## config.mk

```make
export PLATFORM = sky130hd
export DESIGN_NAME = analog_die_ctrl
export DESIGN_NICKNAME = d
export VERILOG_FILES = /design/src/rtl/analog_die_pkg.sv /design/src/rtl/bit_sync.sv /design/src/rtl/serial_reg_slave.sv /design/src/rtl/analog_die_ctrl.sv
export VERILOG_INCLUDE_DIRS = /design/src /design/src/rtl
export SDC_FILE = /design/constraint.sdc
export NUM_CORES = 1
export LEC_CHECK = 0
export CAP_MARGIN = 10
export CELL_PAD_IN_SITES_DETAIL_PLACEMENT = 1
export CELL_PAD_IN_SITES_GLOBAL_PLACEMENT = 1
export CORE_MARGIN = 1.5
export CORE_UTILIZATION = 35
export DETAILED_ROUTE_END_ITERATION = 6
export DONT_BUFFER_PORTS = 1
export PLACE_DENSITY = 0.61
export SLEW_MARGIN = 10
export SYNTH_ARGS = -nofsm -noshare
export SYNTH_HDL_FRONTEND = slang
export SYNTH_HIERARCHICAL = 1
export SYNTH_SLANG_ARGS = --single-unit
```

## constraint.sdc

```tcl
create_clock -name ref_clk -period 3.68 [get_ports ref_clk]
set_input_delay 0.368 -clock ref_clk [delete_from_list [all_inputs] [get_ports ref_clk]]
set_output_delay 0.368 -clock ref_clk [all_outputs]
set_load 0.01 [all_outputs]
```

## src/rtl/analog_die_cfg.svh

```systemverilog
// Register map, field positions and constants of the analog die control.
`ifndef ANALOG_DIE_CFG_SVH
`define ANALOG_DIE_CFG_SVH

// ---------------------------------------------------------------------------
// Register addresses
// ---------------------------------------------------------------------------
`define ADDR_SYSTEM_CONTROL 5'h03
`define ADDR_INTERRUPT_MASK 5'h04
`define ADDR_INTERRUPT_FLAG 5'h05
`define ADDR_RESET_MASK 5'h06
`define ADDR_DIAG_MUX 5'h07
`define ADDR_POWER_OUTPUT 5'h0b
`define ADDR_SYSTEM_STATUS 5'h0c

// ---------------------------------------------------------------------------
// Field positions
// ---------------------------------------------------------------------------
`define BIT_SUPPLY_ON 7
`define BIT_BUS_WAKE_IE 5
`define BIT_BUS_EDGE_FLAG 5
`define BIT_OVERTEMP_TEST 7
`define BIT_OVERVOLT_RE 1
`define BIT_OVERTEMP_RE 0
`define BIT_CURRENT_LIMIT 6
`define BIT_CS_ON 2
`define BIT_CS_LEVEL_LO 4
`define BIT_CS_LEVEL_HI 5
`define MUX_SEL_HI 3

// ---------------------------------------------------------------------------
// Reset value and serial frame layout
// ---------------------------------------------------------------------------
`define REG_RESET 8'h00
`define HDR_RW_BIT 7
`define HDR_ADDR_HI 6
`define HDR_ADDR_LO 2
`define HDR_PARITY_BIT 1
`define FRAME_HDR_BITS 5'h08
`define FRAME_ALL_BITS 5'h10

// ---------------------------------------------------------------------------
// Multiplexer codes and current source levels
// ---------------------------------------------------------------------------
`define MUX_CODE_UNUSED 3'h6
`define CS_PCT_00 7'h0a
`define CS_PCT_01 7'h1e
`define CS_PCT_10 7'h3c
`define CS_PCT_11 7'h64

`endif

```

## src/rtl/analog_die_pkg.sv

```systemverilog
// Types shared by the analog die control modules.
package analog_die_pkg;
  typedef logic [7:0] reg_byte_t;
  typedef logic [4:0] reg_addr_t;
  typedef enum logic [1:0] {
    FRAME_IDLE,
    FRAME_HEADER,
    FRAME_DATA,
    FRAME_OVER
  } frame_state_t;
endpackage : analog_die_pkg

```

## src/rtl/bit_sync.sv

```systemverilog
// Two flip-flop synchroniser, one chain per bit.
`timescale 1ns/1ps
module bit_sync #(
  parameter int WIDTH = 1,
  parameter logic [WIDTH-1:0] INIT = '0
) (
  input wire logic ref_clk,
  input wire logic rst,
  input wire logic [WIDTH-1:0] async_in,
  output logic [WIDTH-1:0] sync_out
);
  if (WIDTH < 1) begin : g_bad_width
    $error("bit_sync needs at least one bit");
  end

  genvar i;
  for (i = 0; i < WIDTH; i++) begin : g_bit
    logic first_stage;
    always_ff @(posedge ref_clk) begin
      if (rst) begin
        first_stage <= INIT[i];
        sync_out[i] <= INIT[i];
      end else begin
        first_stage <= async_in[i];
        sync_out[i] <= first_stage;
      end
    end
  end
endmodule : bit_sync

```

## src/rtl/serial_reg_slave.sv

```systemverilog
// Serial register slave: header byte, data byte, write on select release.
`timescale 1ns/1ps
`include "analog_die_cfg.svh"
module serial_reg_slave (
  input wire logic ref_clk,
  input wire logic rst,
  input wire logic ss_n,
  input wire logic sclk,
  input wire logic mosi,
  output logic miso,
  input wire analog_die_pkg::reg_byte_t status_byte,
  input wire analog_die_pkg::reg_byte_t read_data,
  output analog_die_pkg::reg_addr_t read_addr,
  output logic wr_en,
  output analog_die_pkg::reg_addr_t wr_addr,
  output analog_die_pkg::reg_byte_t wr_data
);
  analog_die_pkg::frame_state_t state;
  analog_die_pkg::reg_byte_t rx_shift;
  analog_die_pkg::reg_byte_t tx_shift;
  analog_die_pkg::reg_byte_t header;
  logic [4:0] bit_cnt;
  logic ss_q;
  logic sclk_q;
  logic sclk_rise;
  logic sclk_fall;
  logic ss_fall;
  logic ss_rise;
  logic parity_ok;

  assign sclk_rise = sclk & ~sclk_q;
  assign sclk_fall = ~sclk & sclk_q;
  assign ss_fall = ~ss_n & ss_q;
  assign ss_rise = ss_n & ~ss_q;
  assign read_addr = header[`HDR_ADDR_HI:`HDR_ADDR_LO];
  // Parity covers the direction bit and the address: even count gives 0.
  assign parity_ok = (^header[`HDR_RW_BIT:`HDR_ADDR_LO]) ==
                     header[`HDR_PARITY_BIT];
  assign miso = tx_shift[7];

  always_ff @(posedge ref_clk) begin
    if (rst) begin
      ss_q <= 1'b1;
      sclk_q <= 1'b0;
    end else begin
      ss_q <= ss_n;
      sclk_q <= sclk;
    end
  end

  // -------------------------------------------------------------------------
  // Frame sequencing
  // -------------------------------------------------------------------------
  always_ff @(posedge ref_clk) begin
    if (rst) begin
      state <= analog_die_pkg::FRAME_IDLE;
      bit_cnt <= 5'h00;
      rx_shift <= `REG_RESET;
      header <= `REG_RESET;
    end else if (ss_fall) begin
      state <= analog_die_pkg::FRAME_HEADER;
      bit_cnt <= 5'h00;
    end else if (ss_rise) begin
      state <= analog_die_pkg::FRAME_IDLE;
    end else if (sclk_rise && !ss_n) begin
      rx_shift <= {rx_shift[6:0], mosi};
      unique case (state)
        analog_die_pkg::FRAME_IDLE: begin
        end
        analog_die_pkg::FRAME_HEADER: begin
          bit_cnt <= bit_cnt + 5'h01;
          if (bit_cnt == `FRAME_HDR_BITS - 5'h01) begin
            header <= {rx_shift[6:0], mosi};
            state <= analog_die_pkg::FRAME_DATA;
          end
        end
        analog_die_pkg::FRAME_DATA: begin
          bit_cnt <= bit_cnt + 5'h01;
          if (bit_cnt == `FRAME_ALL_BITS - 5'h01) begin
            state <= analog_die_pkg::FRAME_OVER;
          end
        end
        analog_die_pkg::FRAME_OVER: begin
          // Extra clocks past the data byte leave the frame unusable.
          state <= analog_die_pkg::FRAME_IDLE;
        end
      endcase
    end
  end

  // The status byte goes out first, then the addressed register as it
  // stood before any write of this frame.
  always_ff @(posedge ref_clk) begin
    if (rst) begin
      tx_shift <= `REG_RESET;
    end else if (ss_fall) begin
      tx_shift <= status_byte;
    end else if (sclk_fall && !ss_n) begin
      if (bit_cnt == `FRAME_HDR_BITS) begin
        tx_shift <= read_data;
      end else begin
        tx_shift <= {tx_shift[6:0], 1'b0};
      end
    end
  end

  always_ff @(posedge ref_clk) begin
    if (rst) begin
      wr_en <= 1'b0;
      wr_addr <= 5'h00;
      wr_data <= `REG_RESET;
    end else begin
      wr_en <= ss_rise && state == analog_die_pkg::FRAME_OVER &&
               !header[`HDR_RW_BIT] && parity_ok;
      wr_addr <= read_addr;
      wr_data <= rx_shift;
    end
  end
endmodule : serial_reg_slave

```

## src/rtl/analog_die_ctrl.sv

```systemverilog
// Reset, bus transceiver, diagnostic mux and current source control.
//
// What this block does
// Overvoltage with its reset enable set pulls the reset pin low.
// Every reset leaves the overvoltage reset source disabled.
// A low level on the shared reset pin resets all logic except the pin synchronisers.
// Reset mask bit 1 enables the overvoltage reset, read/write.
// Reset mask bit 0 enables the overtemperature reset; reset clears it.
// Reset mask bit 7 selects the lowered test overtemperature threshold.
// Bus transmitter is enabled only while the supply on bit is set.
// Transmitter in current limitation sets the status current limit bit.
// Host software should turn the transmitter off when limit bit sets.
// Bus driven dominant while transmit input low, released while high.
// An undriven transmit input counts as high, keeping bus recessive.
// Receive output follows the bus: high recessive, low dominant.
// Stop mode disables the transmitter; receiver stays active.
// With wake enable set, a bus falling edge interrupts and wakes.
// Four-bit select routes current senses, prescaler, sensor, aux input.
// Reset clears the select field; upper four bits read zero.
// Current source on only with supply on and source enable both set.
// Two-bit level picks 10, 30, 60 or 100 percent.
// Stop mode switches the current source off regardless of settings.
// Bus edge flag sets per falling edge; write one clears it.
// Write data is latched at the rising edge of slave select.
// Unused select codes route nothing but still read back.
`timescale 1ns/1ps
`include "analog_die_cfg.svh"
module analog_die_ctrl #(
  parameter int CHANNELS = 8
) (
  input wire logic ref_clk,
  input wire logic rst,
  input wire logic spi_ss_n,
  input wire logic spi_sclk,
  input wire logic spi_mosi,
  output logic spi_miso,
  input wire logic rst_pin_in,
  output logic rst_pin_out,
  output logic rst_pin_oe_n,
  input wire logic supply_overvoltage,
  input wire logic overtemp,
  output logic overtemp_low_threshold,
  input wire logic stop_mode,
  input wire logic txd,
  output logic rxd,
  input wire logic lin_in,
  output logic lin_out,
  output logic lin_oe_n,
  input wire logic lin_current_limit,
  output logic lin_wake_irq,
  output logic regulator_wake,
  output logic [CHANNELS-1:0] diag_channel_en,
  output logic current_source_en,
  output logic [6:0] current_source_pct
);
  if (CHANNELS != 8) begin : g_bad_channels
    $error("analog_die_ctrl decodes exactly eight mux channels");
  end

  // -------------------------------------------------------------------------
  // Pin synchronisers
  // -------------------------------------------------------------------------
  logic [9:0] pins_async;
  logic [9:0] pins_sync;
  logic ss_n_s;
  logic sclk_s;
  logic mosi_s;
  logic rst_pin_s;
  logic overvolt_s;
  logic overtemp_s;
  logic stop_s;
  logic txd_s;
  logic lin_s;
  logic limit_s;

  assign pins_async = {spi_ss_n, spi_sclk, spi_mosi, rst_pin_in,
                       supply_overvoltage, overtemp, stop_mode, txd,
                       lin_in, lin_current_limit};
  assign {ss_n_s, sclk_s, mosi_s, rst_pin_s, overvolt_s, overtemp_s,
          stop_s, txd_s, lin_s, limit_s} = pins_sync;

  // Idle levels: select high, reset pin high, transmit input high and bus
  // recessive, so nothing spurious happens in the cycles after reset.
  bit_sync #(
    .WIDTH(10),
    .INIT(10'h246)
  ) u_pin_sync (
    .ref_clk(ref_clk),
    .rst(rst),
    .async_in(pins_async),
    .sync_out(pins_sync)
  );

  // -------------------------------------------------------------------------
  // Logic reset
  // -------------------------------------------------------------------------
  logic logic_rst;

  // The pin is shared, so a reset that this block drives itself also lands
  // here and clears the enable that caused it; the pin then lets go.
  assign logic_rst = rst | ~rst_pin_s;

  // -------------------------------------------------------------------------
  // Registers
  // -------------------------------------------------------------------------
  logic supply_on;
  logic bus_wake_interrupt_enable;
  logic bus_falling_edge_flag;
  logic overtemp_threshold_test;
  logic overvoltage_reset_enable;
  logic overtemp_reset_enable;
  logic [`MUX_SEL_HI:0] mux_select;
  logic current_source_on;
  logic [1:0] current_level_sel;
  logic lin_q;
  logic bus_fall;

  logic wr_en;
  analog_die_pkg::reg_addr_t wr_addr;
  analog_die_pkg::reg_byte_t wr_data;
  analog_die_pkg::reg_addr_t rd_addr;
  analog_die_pkg::reg_byte_t rd_data;
  analog_die_pkg::reg_byte_t status_byte;

  serial_reg_slave u_slave (
    .ref_clk(ref_clk),
    .rst(logic_rst),
    .ss_n(ss_n_s),
    .sclk(sclk_s),
    .mosi(mosi_s),
    .miso(spi_miso),
    .status_byte(status_byte),
    .read_data(rd_data),
    .read_addr(rd_addr),
    .wr_en(wr_en),
    .wr_addr(wr_addr),
    .wr_data(wr_data)
  );

  always_ff @(posedge ref_clk) begin
    if (logic_rst) begin
      supply_on <= 1'b0;
    end else if (wr_en && wr_addr == `ADDR_SYSTEM_CONTROL) begin
      supply_on <= wr_data[`BIT_SUPPLY_ON];
    end
  end

  always_ff @(posedge ref_clk) begin
    if (logic_rst) begin
      bus_wake_interrupt_enable <= 1'b0;
    end else if (wr_en && wr_addr == `ADDR_INTERRUPT_MASK) begin
      bus_wake_interrupt_enable <= wr_data[`BIT_BUS_WAKE_IE];
    end
  end

  // Reset mask: both reset sources come up disabled after any reset.
  always_ff @(posedge ref_clk) begin
    if (logic_rst) begin
      overtemp_threshold_test <= 1'b0;
      overvoltage_reset_enable <= 1'b0;
      overtemp_reset_enable <= 1'b0;
    end else if (wr_en && wr_addr == `ADDR_RESET_MASK) begin
      overtemp_threshold_test <= wr_data[`BIT_OVERTEMP_TEST];
      overvoltage_reset_enable <= wr_data[`BIT_OVERVOLT_RE];
      overtemp_reset_enable <= wr_data[`BIT_OVERTEMP_RE];
    end
  end

  // Every code is stored, used or not, so software reads back its write.
  always_ff @(posedge ref_clk) begin
    if (logic_rst) begin
      mux_select <= 4'h0;
    end else if (wr_en && wr_addr == `ADDR_DIAG_MUX) begin
      mux_select <= wr_data[`MUX_SEL_HI:0];
    end
  end

  always_ff @(posedge ref_clk) begin
    if (logic_rst) begin
      current_source_on <= 1'b0;
      current_level_sel <= 2'h0;
    end else if (wr_en && wr_addr == `ADDR_POWER_OUTPUT) begin
      current_source_on <= wr_data[`BIT_CS_ON];
      current_level_sel <= wr_data[`BIT_CS_LEVEL_HI:`BIT_CS_LEVEL_LO];
    end
  end

  // -------------------------------------------------------------------------
  // Bus edge flag
  // -------------------------------------------------------------------------
  // The receiver runs in stop mode too, so edges are seen while asleep.
  assign bus_fall = lin_q & ~lin_s;

  always_ff @(posedge ref_clk) begin
    if (logic_rst) begin
      lin_q <= 1'b1;
    end else begin
      lin_q <= lin_s;
    end
  end

  // A falling edge in the same cycle as a clearing write keeps the flag.
  always_ff @(posedge ref_clk) begin
    if (logic_rst) begin
      bus_falling_edge_flag <= 1'b0;
    end else if (bus_fall) begin
      bus_falling_edge_flag <= 1'b1;
    end else if (wr_en && wr_addr == `ADDR_INTERRUPT_FLAG &&
                 wr_data[`BIT_BUS_EDGE_FLAG]) begin
      bus_falling_edge_flag <= 1'b0;
    end
  end

  always_ff @(posedge ref_clk) begin
    if (logic_rst) begin
      lin_wake_irq <= 1'b0;
      regulator_wake <= 1'b0;
    end else begin
      lin_wake_irq <= bus_falling_edge_flag & bus_wake_interrupt_enable;
      regulator_wake <= bus_falling_edge_flag &
                        bus_wake_interrupt_enable;
    end
  end

  // -------------------------------------------------------------------------
  // Read path
  // -------------------------------------------------------------------------
  // The limit bit mirrors the live condition; software is expected to drop
  // the supply on bit as soon as it sees it, the driver has no timeout.
  always_comb begin
    status_byte = `REG_RESET;
    status_byte[`BIT_CURRENT_LIMIT] = limit_s & supply_on;
  end

  always_comb begin
    rd_data = `REG_RESET;
    unique case (rd_addr)
      `ADDR_SYSTEM_CONTROL: rd_data[`BIT_SUPPLY_ON] = supply_on;
      `ADDR_INTERRUPT_MASK: begin
        rd_data[`BIT_BUS_WAKE_IE] = bus_wake_interrupt_enable;
      end
      `ADDR_INTERRUPT_FLAG: begin
        rd_data[`BIT_BUS_EDGE_FLAG] = bus_falling_edge_flag;
      end
      `ADDR_RESET_MASK: begin
        rd_data[`BIT_OVERTEMP_TEST] = overtemp_threshold_test;
        rd_data[`BIT_OVERVOLT_RE] = overvoltage_reset_enable;
        rd_data[`BIT_OVERTEMP_RE] = overtemp_reset_enable;
      end
      `ADDR_DIAG_MUX: rd_data[`MUX_SEL_HI:0] = mux_select;
      `ADDR_POWER_OUTPUT: begin
        rd_data[`BIT_CS_ON] = current_source_on;
        rd_data[`BIT_CS_LEVEL_HI:`BIT_CS_LEVEL_LO] = current_level_sel;
      end
      `ADDR_SYSTEM_STATUS: rd_data = status_byte;
      default: rd_data = `REG_RESET;
    endcase
  end

  // -------------------------------------------------------------------------
  // Reset pin
  // -------------------------------------------------------------------------
  logic reset_request;

  always_ff @(posedge ref_clk) begin
    if (logic_rst) begin
      reset_request <= 1'b0;
    end else begin
      reset_request <= (overvolt_s & overvoltage_reset_enable) |
                       (overtemp_s & overtemp_reset_enable);
    end
  end

  assign rst_pin_out = 1'b0;
  assign rst_pin_oe_n = ~reset_request;
  assign overtemp_low_threshold = overtemp_threshold_test;

  // -------------------------------------------------------------------------
  // Bus transceiver
  // -------------------------------------------------------------------------
  logic tx_enable;

  assign tx_enable = supply_on & ~stop_s;
  assign lin_out = 1'b0;

  // The transmit input syncs to high after reset and is treated as high
  // until driven, so an absent host leaves the bus recessive.
  always_ff @(posedge ref_clk) begin
    if (logic_rst) begin
      lin_oe_n <= 1'b1;
      rxd <= 1'b1;
    end else begin
      lin_oe_n <= ~(tx_enable & ~txd_s);
      rxd <= lin_s;
    end
  end

  // -------------------------------------------------------------------------
  // Diagnostic multiplexer and current source
  // -------------------------------------------------------------------------
  genvar ch;
  for (ch = 0; ch < CHANNELS; ch++) begin : g_channel
    always_ff @(posedge ref_clk) begin
      if (logic_rst) begin
        diag_channel_en[ch] <= 1'b0;
      end else begin
        diag_channel_en[ch] <= mux_select == 4'(ch) &&
                               3'(ch) != `MUX_CODE_UNUSED;
      end
    end
  end

  always_ff @(posedge ref_clk) begin
    if (logic_rst) begin
      current_source_en <= 1'b0;
      current_source_pct <= `CS_PCT_00;
    end else begin
      current_source_en <= supply_on & current_source_on & ~stop_s;
      unique case (current_level_sel)
        2'h0: current_source_pct <= `CS_PCT_00;
        2'h1: current_source_pct <= `CS_PCT_01;
        2'h2: current_source_pct <= `CS_PCT_10;
        2'h3: current_source_pct <= `CS_PCT_11;
      endcase
    end
  end
endmodule : analog_die_ctrl

```

==> results of run 1 <==
## through the flow
stage,cell area (um2),std cells,hold WS (ns),total power [W],worst slack [ns]
4_1_cts,4150,539,0.0341,0.00193,1.34
5_1_grt,4160,540,0.0276,0.00198,1.26
6_report,4160,540,0.0614,0.00190,1.37
3_3_place_gp,3920,523,0.386,0.00114,1.43
3_5_place_dp,3920,523,0.396,0.00114,1.35
2_1_floorplan,3910,409,0.383,0.00114,1.64
## final cells by class
cell class / count / area (um2) / share of cell area [%]
well taps: 140 / 175 / 4.21
clock buffers: 11 / 141 / 3.40
clock inverters: 5 / 85.1 / 2.05
repair buffers: 4 / 30.0 / 0.722
flip-flops and latches: 96 / 1920 / 46.2
multi-input cells: 268 / 1740 / 41.9
inverters: 16 / 60.1 / 1.44
## flip-flops by register name, summed over array words and instances (netlist names), 2 cells and up
signal,count
diag_channel_en,7
u_slave/state,2
current_level_sel,2
u_slave/rx_shift,8
u_slave/wr_data,7
current_source_pct,6
u_slave/bit_cnt,5
u_slave/header,7
u_pin_sync/sync_out,10
u_slave/wr_addr,5
u_slave/tx_shift,8
u_pin_sync/g_bit.first_stage,10
mux_select,4
## worst paths after layout
path                                              start  depth (start not counted)  slack, ns                                         end
min reg2reg  u_pin_sync/g_bit[2].first_stage$_SDFF_PP1_                          1       0.42           u_pin_sync/sync_out[2]$_SDFF_PP1_
max                   u_pin_sync/sync_out[9]$_SDFF_PP1_                          7       1.37              u_slave/header[5]$_SDFFE_PP0P_
min                                                 rst                          1       0.06  u_pin_sync/g_bit[8].first_stage$_SDFF_PP0_
max reg2reg           u_pin_sync/sync_out[9]$_SDFF_PP1_                          7       1.37              u_slave/header[5]$_SDFFE_PP0P_
## report_power, final
part | switching, W | total (W) | internal, W
registers | 0.00000750 | 0.00106 | 0.00105
clock network | 0.000374 | 0.000781 | 0.000407
logic | 0.0000366 | 0.0000560 | 0.0000195
## worst reg2reg max path: cells and delay by family (launching register included)
family	cells	cell delay [ns]
AND/OR/NAND/NOR	3	0.90
flip-flops	1	0.46
buffers and inverters	2	0.28
adder cells (fa/ha/maj)	1	0.33
multiplexers	1	0.23
## routing by layer
metal / GRT usage [%] / vias up / share of wire, %
li1: - / 1283 / -
met1: 17.2 / 1213 / 47
met3: 3.98 / 10 / 3.5
met5: 0 / - / 0
met2: 23.1 / 38 / 47
met4: 6.30 / 0 / 2.3
==> out/results.tsv, run 1 <==
metric	value	unit
CP top delay family	simple AND/OR/NAND/NOR gates	
post-DR vias/cell	4.71	
CTS resizes	0	
Die ar.	11700	um2
# Max-Cap Violations	0	
Cell Area, Synth	3870	um2
CP startpoint kind	flip-flop	
critical path class	reg -> reg	
clk_lat worst skew	0.36	ns
ratio of cells with drive above 1 in the final layout	7.25	%
commonest non-fill, non-tap cell in the layout	dfxtp_1	
Worst Hold Class	in -> reg	
Fill cells	1220	
Worst Path Max Fanout	9	
ANT cells	0	
DR WL/cell	13.9	um
syn_area_per_cell	9.71	um2
Cell Pwr Density	457	nW/um2
largest net degree at the start of global routing	28	
Slew headroom	32.2	%
Peak VDD IR	245	uV
CP max stage cell	or3b_1	
DR pass1 iterations	4	
number of buffers created by CTS	9	
IO buf count	0	
row count	38	
Tmin final	2.31	ns
H-tree depth	3	
Mapped Cells	399	
core area	10800	um2
Least-Margin Pin Slew	1.01	ns
post-CTS setup buffer count	0	
hold buffer count at CTS	0	
Final setup viols	0	
CTS max path bufs	2	
Final Hold Viols	0	
Worst Path Buf+Inv	2	
Placer Congestion	0.740	
setup TNS	0	ns
drt drc	0	
P_leak	1.50	nW
global route overflow	0	
clock-pin slew on the worst setup and hold paths	0.10	ns
yosys warns	6	
Die Span Y	108	um
Root Buffer	clkbuf_8	
Iter 0 DRT Violations	51	
die span in x	108	um
clk_skew	0.0129	ns
Layout area overhead	7.33	%
io pins	37	
final wirelength	7480	um
CTS sink count	96	
worst endpoint data arrival time	2.55	ns
Slew Viols, Final	0	
most frequent cells in the layout	dfxtp_1 (96), nand2_1 (49), nor2_1 (35)	
Max Clk Rate	434	MHz
nets	421	
vias in the first global route	2546	
Worst EP required	3.93	ns
worst-path cell chain	inv_1 > ha_1 > nor4bb_1 > buf_4 > or3b_1 > mux2i_1 > nor2_1	
slowest stage delay, CP	0.55	ns
final core occ	38.5	%
Total GRT Usage	14.1	%
CP endpoint kind	flip-flop	
CTS tree	built	
Antenna Nets Post-Route	0	
Tcrit/Tclk final	62.7	%
antenna violations before repair	0	
vias	2544	
HPWL Detailed	5360	um
starting density of the core	35.9	%
global-route wire length before repair	12600	um
run status	finished, final reports clean	
RSZ-0062 raised after global routing	false	
Power figures use the tool's default switching activity.
==> run 2: changes to the inputs <==
PLACE_DENSITY = 0.64   (was 0.61)
clock period = 2 ns   (was 3.68 ns; I/O delays follow)
==> run 2 against run 1 <==
- combinational power is 140% higher
- first-iteration DRC count is 61% higher
- global-route usage is 0.73 points higher
- total power is 74% higher
- critical endpoint is now u_slave/header[6]$_SDFFE_PP0P_
- largest cell class unchanged
- largest power group unchanged
- highest routed layer unchanged
==> out/results.tsv, run 2 (synthesized netlist as in run 1, its figures left out) <==
metric	value	unit
run status	finished, final reports clean	
worst endpoint data arrival time	2.11	ns
Least-Margin Pin Slew	0.625	ns
Worst Path Max Fanout	7	
clk_lat worst skew	0.36	ns
post-DR vias/cell	4.75	
CTS sink count	96	
post-CTS setup buffer count	0	
clk_skew	0.0112	ns
Layout area overhead	11.0	%
Placer Congestion	0.759	
HPWL Detailed	5770	um
Hold EP	current_source_pct[3]$_SDFF_PP1_	
number of buffers created by CTS	9	
CP endpoint kind	flip-flop	
final wirelength	7970	um
Max Clk Rate	537	MHz
ratio of cells with drive above 1 in the final layout	9.52	%
final std cells w/o fill	560	
Fill cells	1239	
die span in x	108	um
DR WL/cell	14.2	um
vias	2660	
io pins	37	
global-route wire length before repair	13500	um
antenna violations before repair	0	
Cell Pwr Density	769	nW/um2
largest net degree at the start of global routing	27	
DR pass1 iterations	4	
worst r2r path cells	6	
Worst EP required	2.24	ns
Iter 0 DRT Violations	82	
Worst Hold Class	in -> reg	
setup TNS	0	ns
Antenna Nets Post-Route	0	
reg2reg start	u_pin_sync/sync_out[9]$_SDFF_PP1_	
ANT cells	0	
Fin Hold WS	0.200	ns
# Max-Cap Violations	0	
row count	38	
Tcrit/Tclk final	93.1	%
R2R Setup Slk	0.14	ns
core area	10800	um2
P_leak	1.58	nW
drt drc	0	
Slew headroom	58.2	%
Peak VDD IR	398	uV
clock-pin slew on the worst setup and hold paths	0.10	ns
critical path class	reg -> reg	
Die ar.	11700	um2
starting density of the core	35.9	%
Total GRT Usage	14.8	%
Root Buffer	clkbuf_8	
CP startpoint kind	flip-flop	
RSZ-0062 raised after global routing	false	
Die Span Y	108	um
placed cells	533	
CTS tree	built	
Hold Path Cell Cnt	3	
hold wc startpoint	rst	
IO buf count	0	
Final setup viols	0	
Final Hold Viols	0	
Slew Viols, Final	0	
largest registers	u_pin_sync/g_bit.first_stage x10, u_pin_sync/sync_out x10	
commonest non-fill, non-tap cell in the layout	dfxtp_1	
Tmin final	1.86	ns
CTS max path bufs	2	
nets	441	
most frequent cells in the layout	dfxtp_1 (95), nand2_1 (49), nor2_1 (35)	
vias in the first global route	2698	
H-tree depth	3	
FF-to-FF End	u_slave/header[6]$_SDFFE_PP0P_	
global route overflow	0	
[run 2: cell types whose count changed in the layout (fill, tap and decap cells not counted), sizes merged]
cell	delta
bufinv	-2
clkinv	+2
clkbuf	-1
inv	+2
dlygate4sd3	+11
buf	+9
clkinvlp	-1
[run 2: cell type report]
type | instances | area [um2] | share of cell area [%]
flip-flops and latches | 96 | 1920 | 44.7
inverters | 16 | 60.1 | 1.40
well taps | 140 | 175 | 4.07
repair buffers | 24 | 208 | 4.83
clock buffers | 10 | 128 | 2.97
clock inverters | 6 | 60.1 | 1.40
multi-input cells | 268 | 1750 | 40.6
[run 2: critical path, stage by stage, from the launching register on]
cell and delay, ns:
dfxtp_2 0.34, inv_1 0.04, ha_1 0.28, nor4bb_1 0.34, or3b_4 0.51, mux2i_1 0.18, nor2_1 0.05
[run 2: how the worst max path moves through the flow]
stage | cells past startpoint | from | endpoint
after floorplan | 8 | u_pin_sync/sync_out[9]$_SDFF_PP1_ | u_slave/header[1]$_SDFFE_PP0P_
after global placement | 6 | u_pin_sync/sync_out[9]$_SDFF_PP1_ | u_slave/header[2]$_SDFFE_PP0P_
after detailed placement | 6 | u_pin_sync/sync_out[9]$_SDFF_PP1_ | u_slave/header[1]$_SDFFE_PP0P_
after CTS | 6 | u_pin_sync/sync_out[9]$_SDFF_PP1_ | u_slave/header[6]$_SDFFE_PP0P_
after global routing | 7 | u_slave/bit_cnt[0]$_SDFFE_PP0P_ | u_slave/state[1]$_SDFFE_PP0P_
final | 6 | u_pin_sync/sync_out[9]$_SDFF_PP1_ | u_slave/header[6]$_SDFFE_PP0P_
[run 2: power breakdown]
group	total [W]	switching (W)	internal (W)
combinational	0.000135	0.0000788	0.0000559
sequential	0.00195	0.0000131	0.00194
clock	0.00122	0.000732	0.000488
[run 2: stage by stage]
stage	setup WS, ns	utilization (%)	instance area [um2]	power (W)
global route	0.0238	39.8	4300	0.00346
finish	0.137	39.8	4300	0.00331
global placement	0.119	37.1	4000	0.00211
CTS	0.00270	39.8	4300	0.00337
floorplan	0.0205	-	3910	0.00210
detailed placement	0.0326	37.1	4000	0.00211
[run 2: layer usage]
| metal | part of all wire (%) | up-vias | global-route usage [%] |
|---|---|---|---|
| li1 | - | 1334 | - |
| met1 | 46 | 1287 | 18.0 |
| met2 | 50 | 32 | 25.6 |
| met3 | 2.7 | 7 | 4.46 |
| met4 | 1.1 | 0 | 3.67 |
| met5 | 0 | - | 0 |
[run 2: repair_timing]
action,CTS,global route
resized for setup,0,1
setup endpoints to repair,0,7
hold buffers,11,0
hold endpoints to repair,20,0
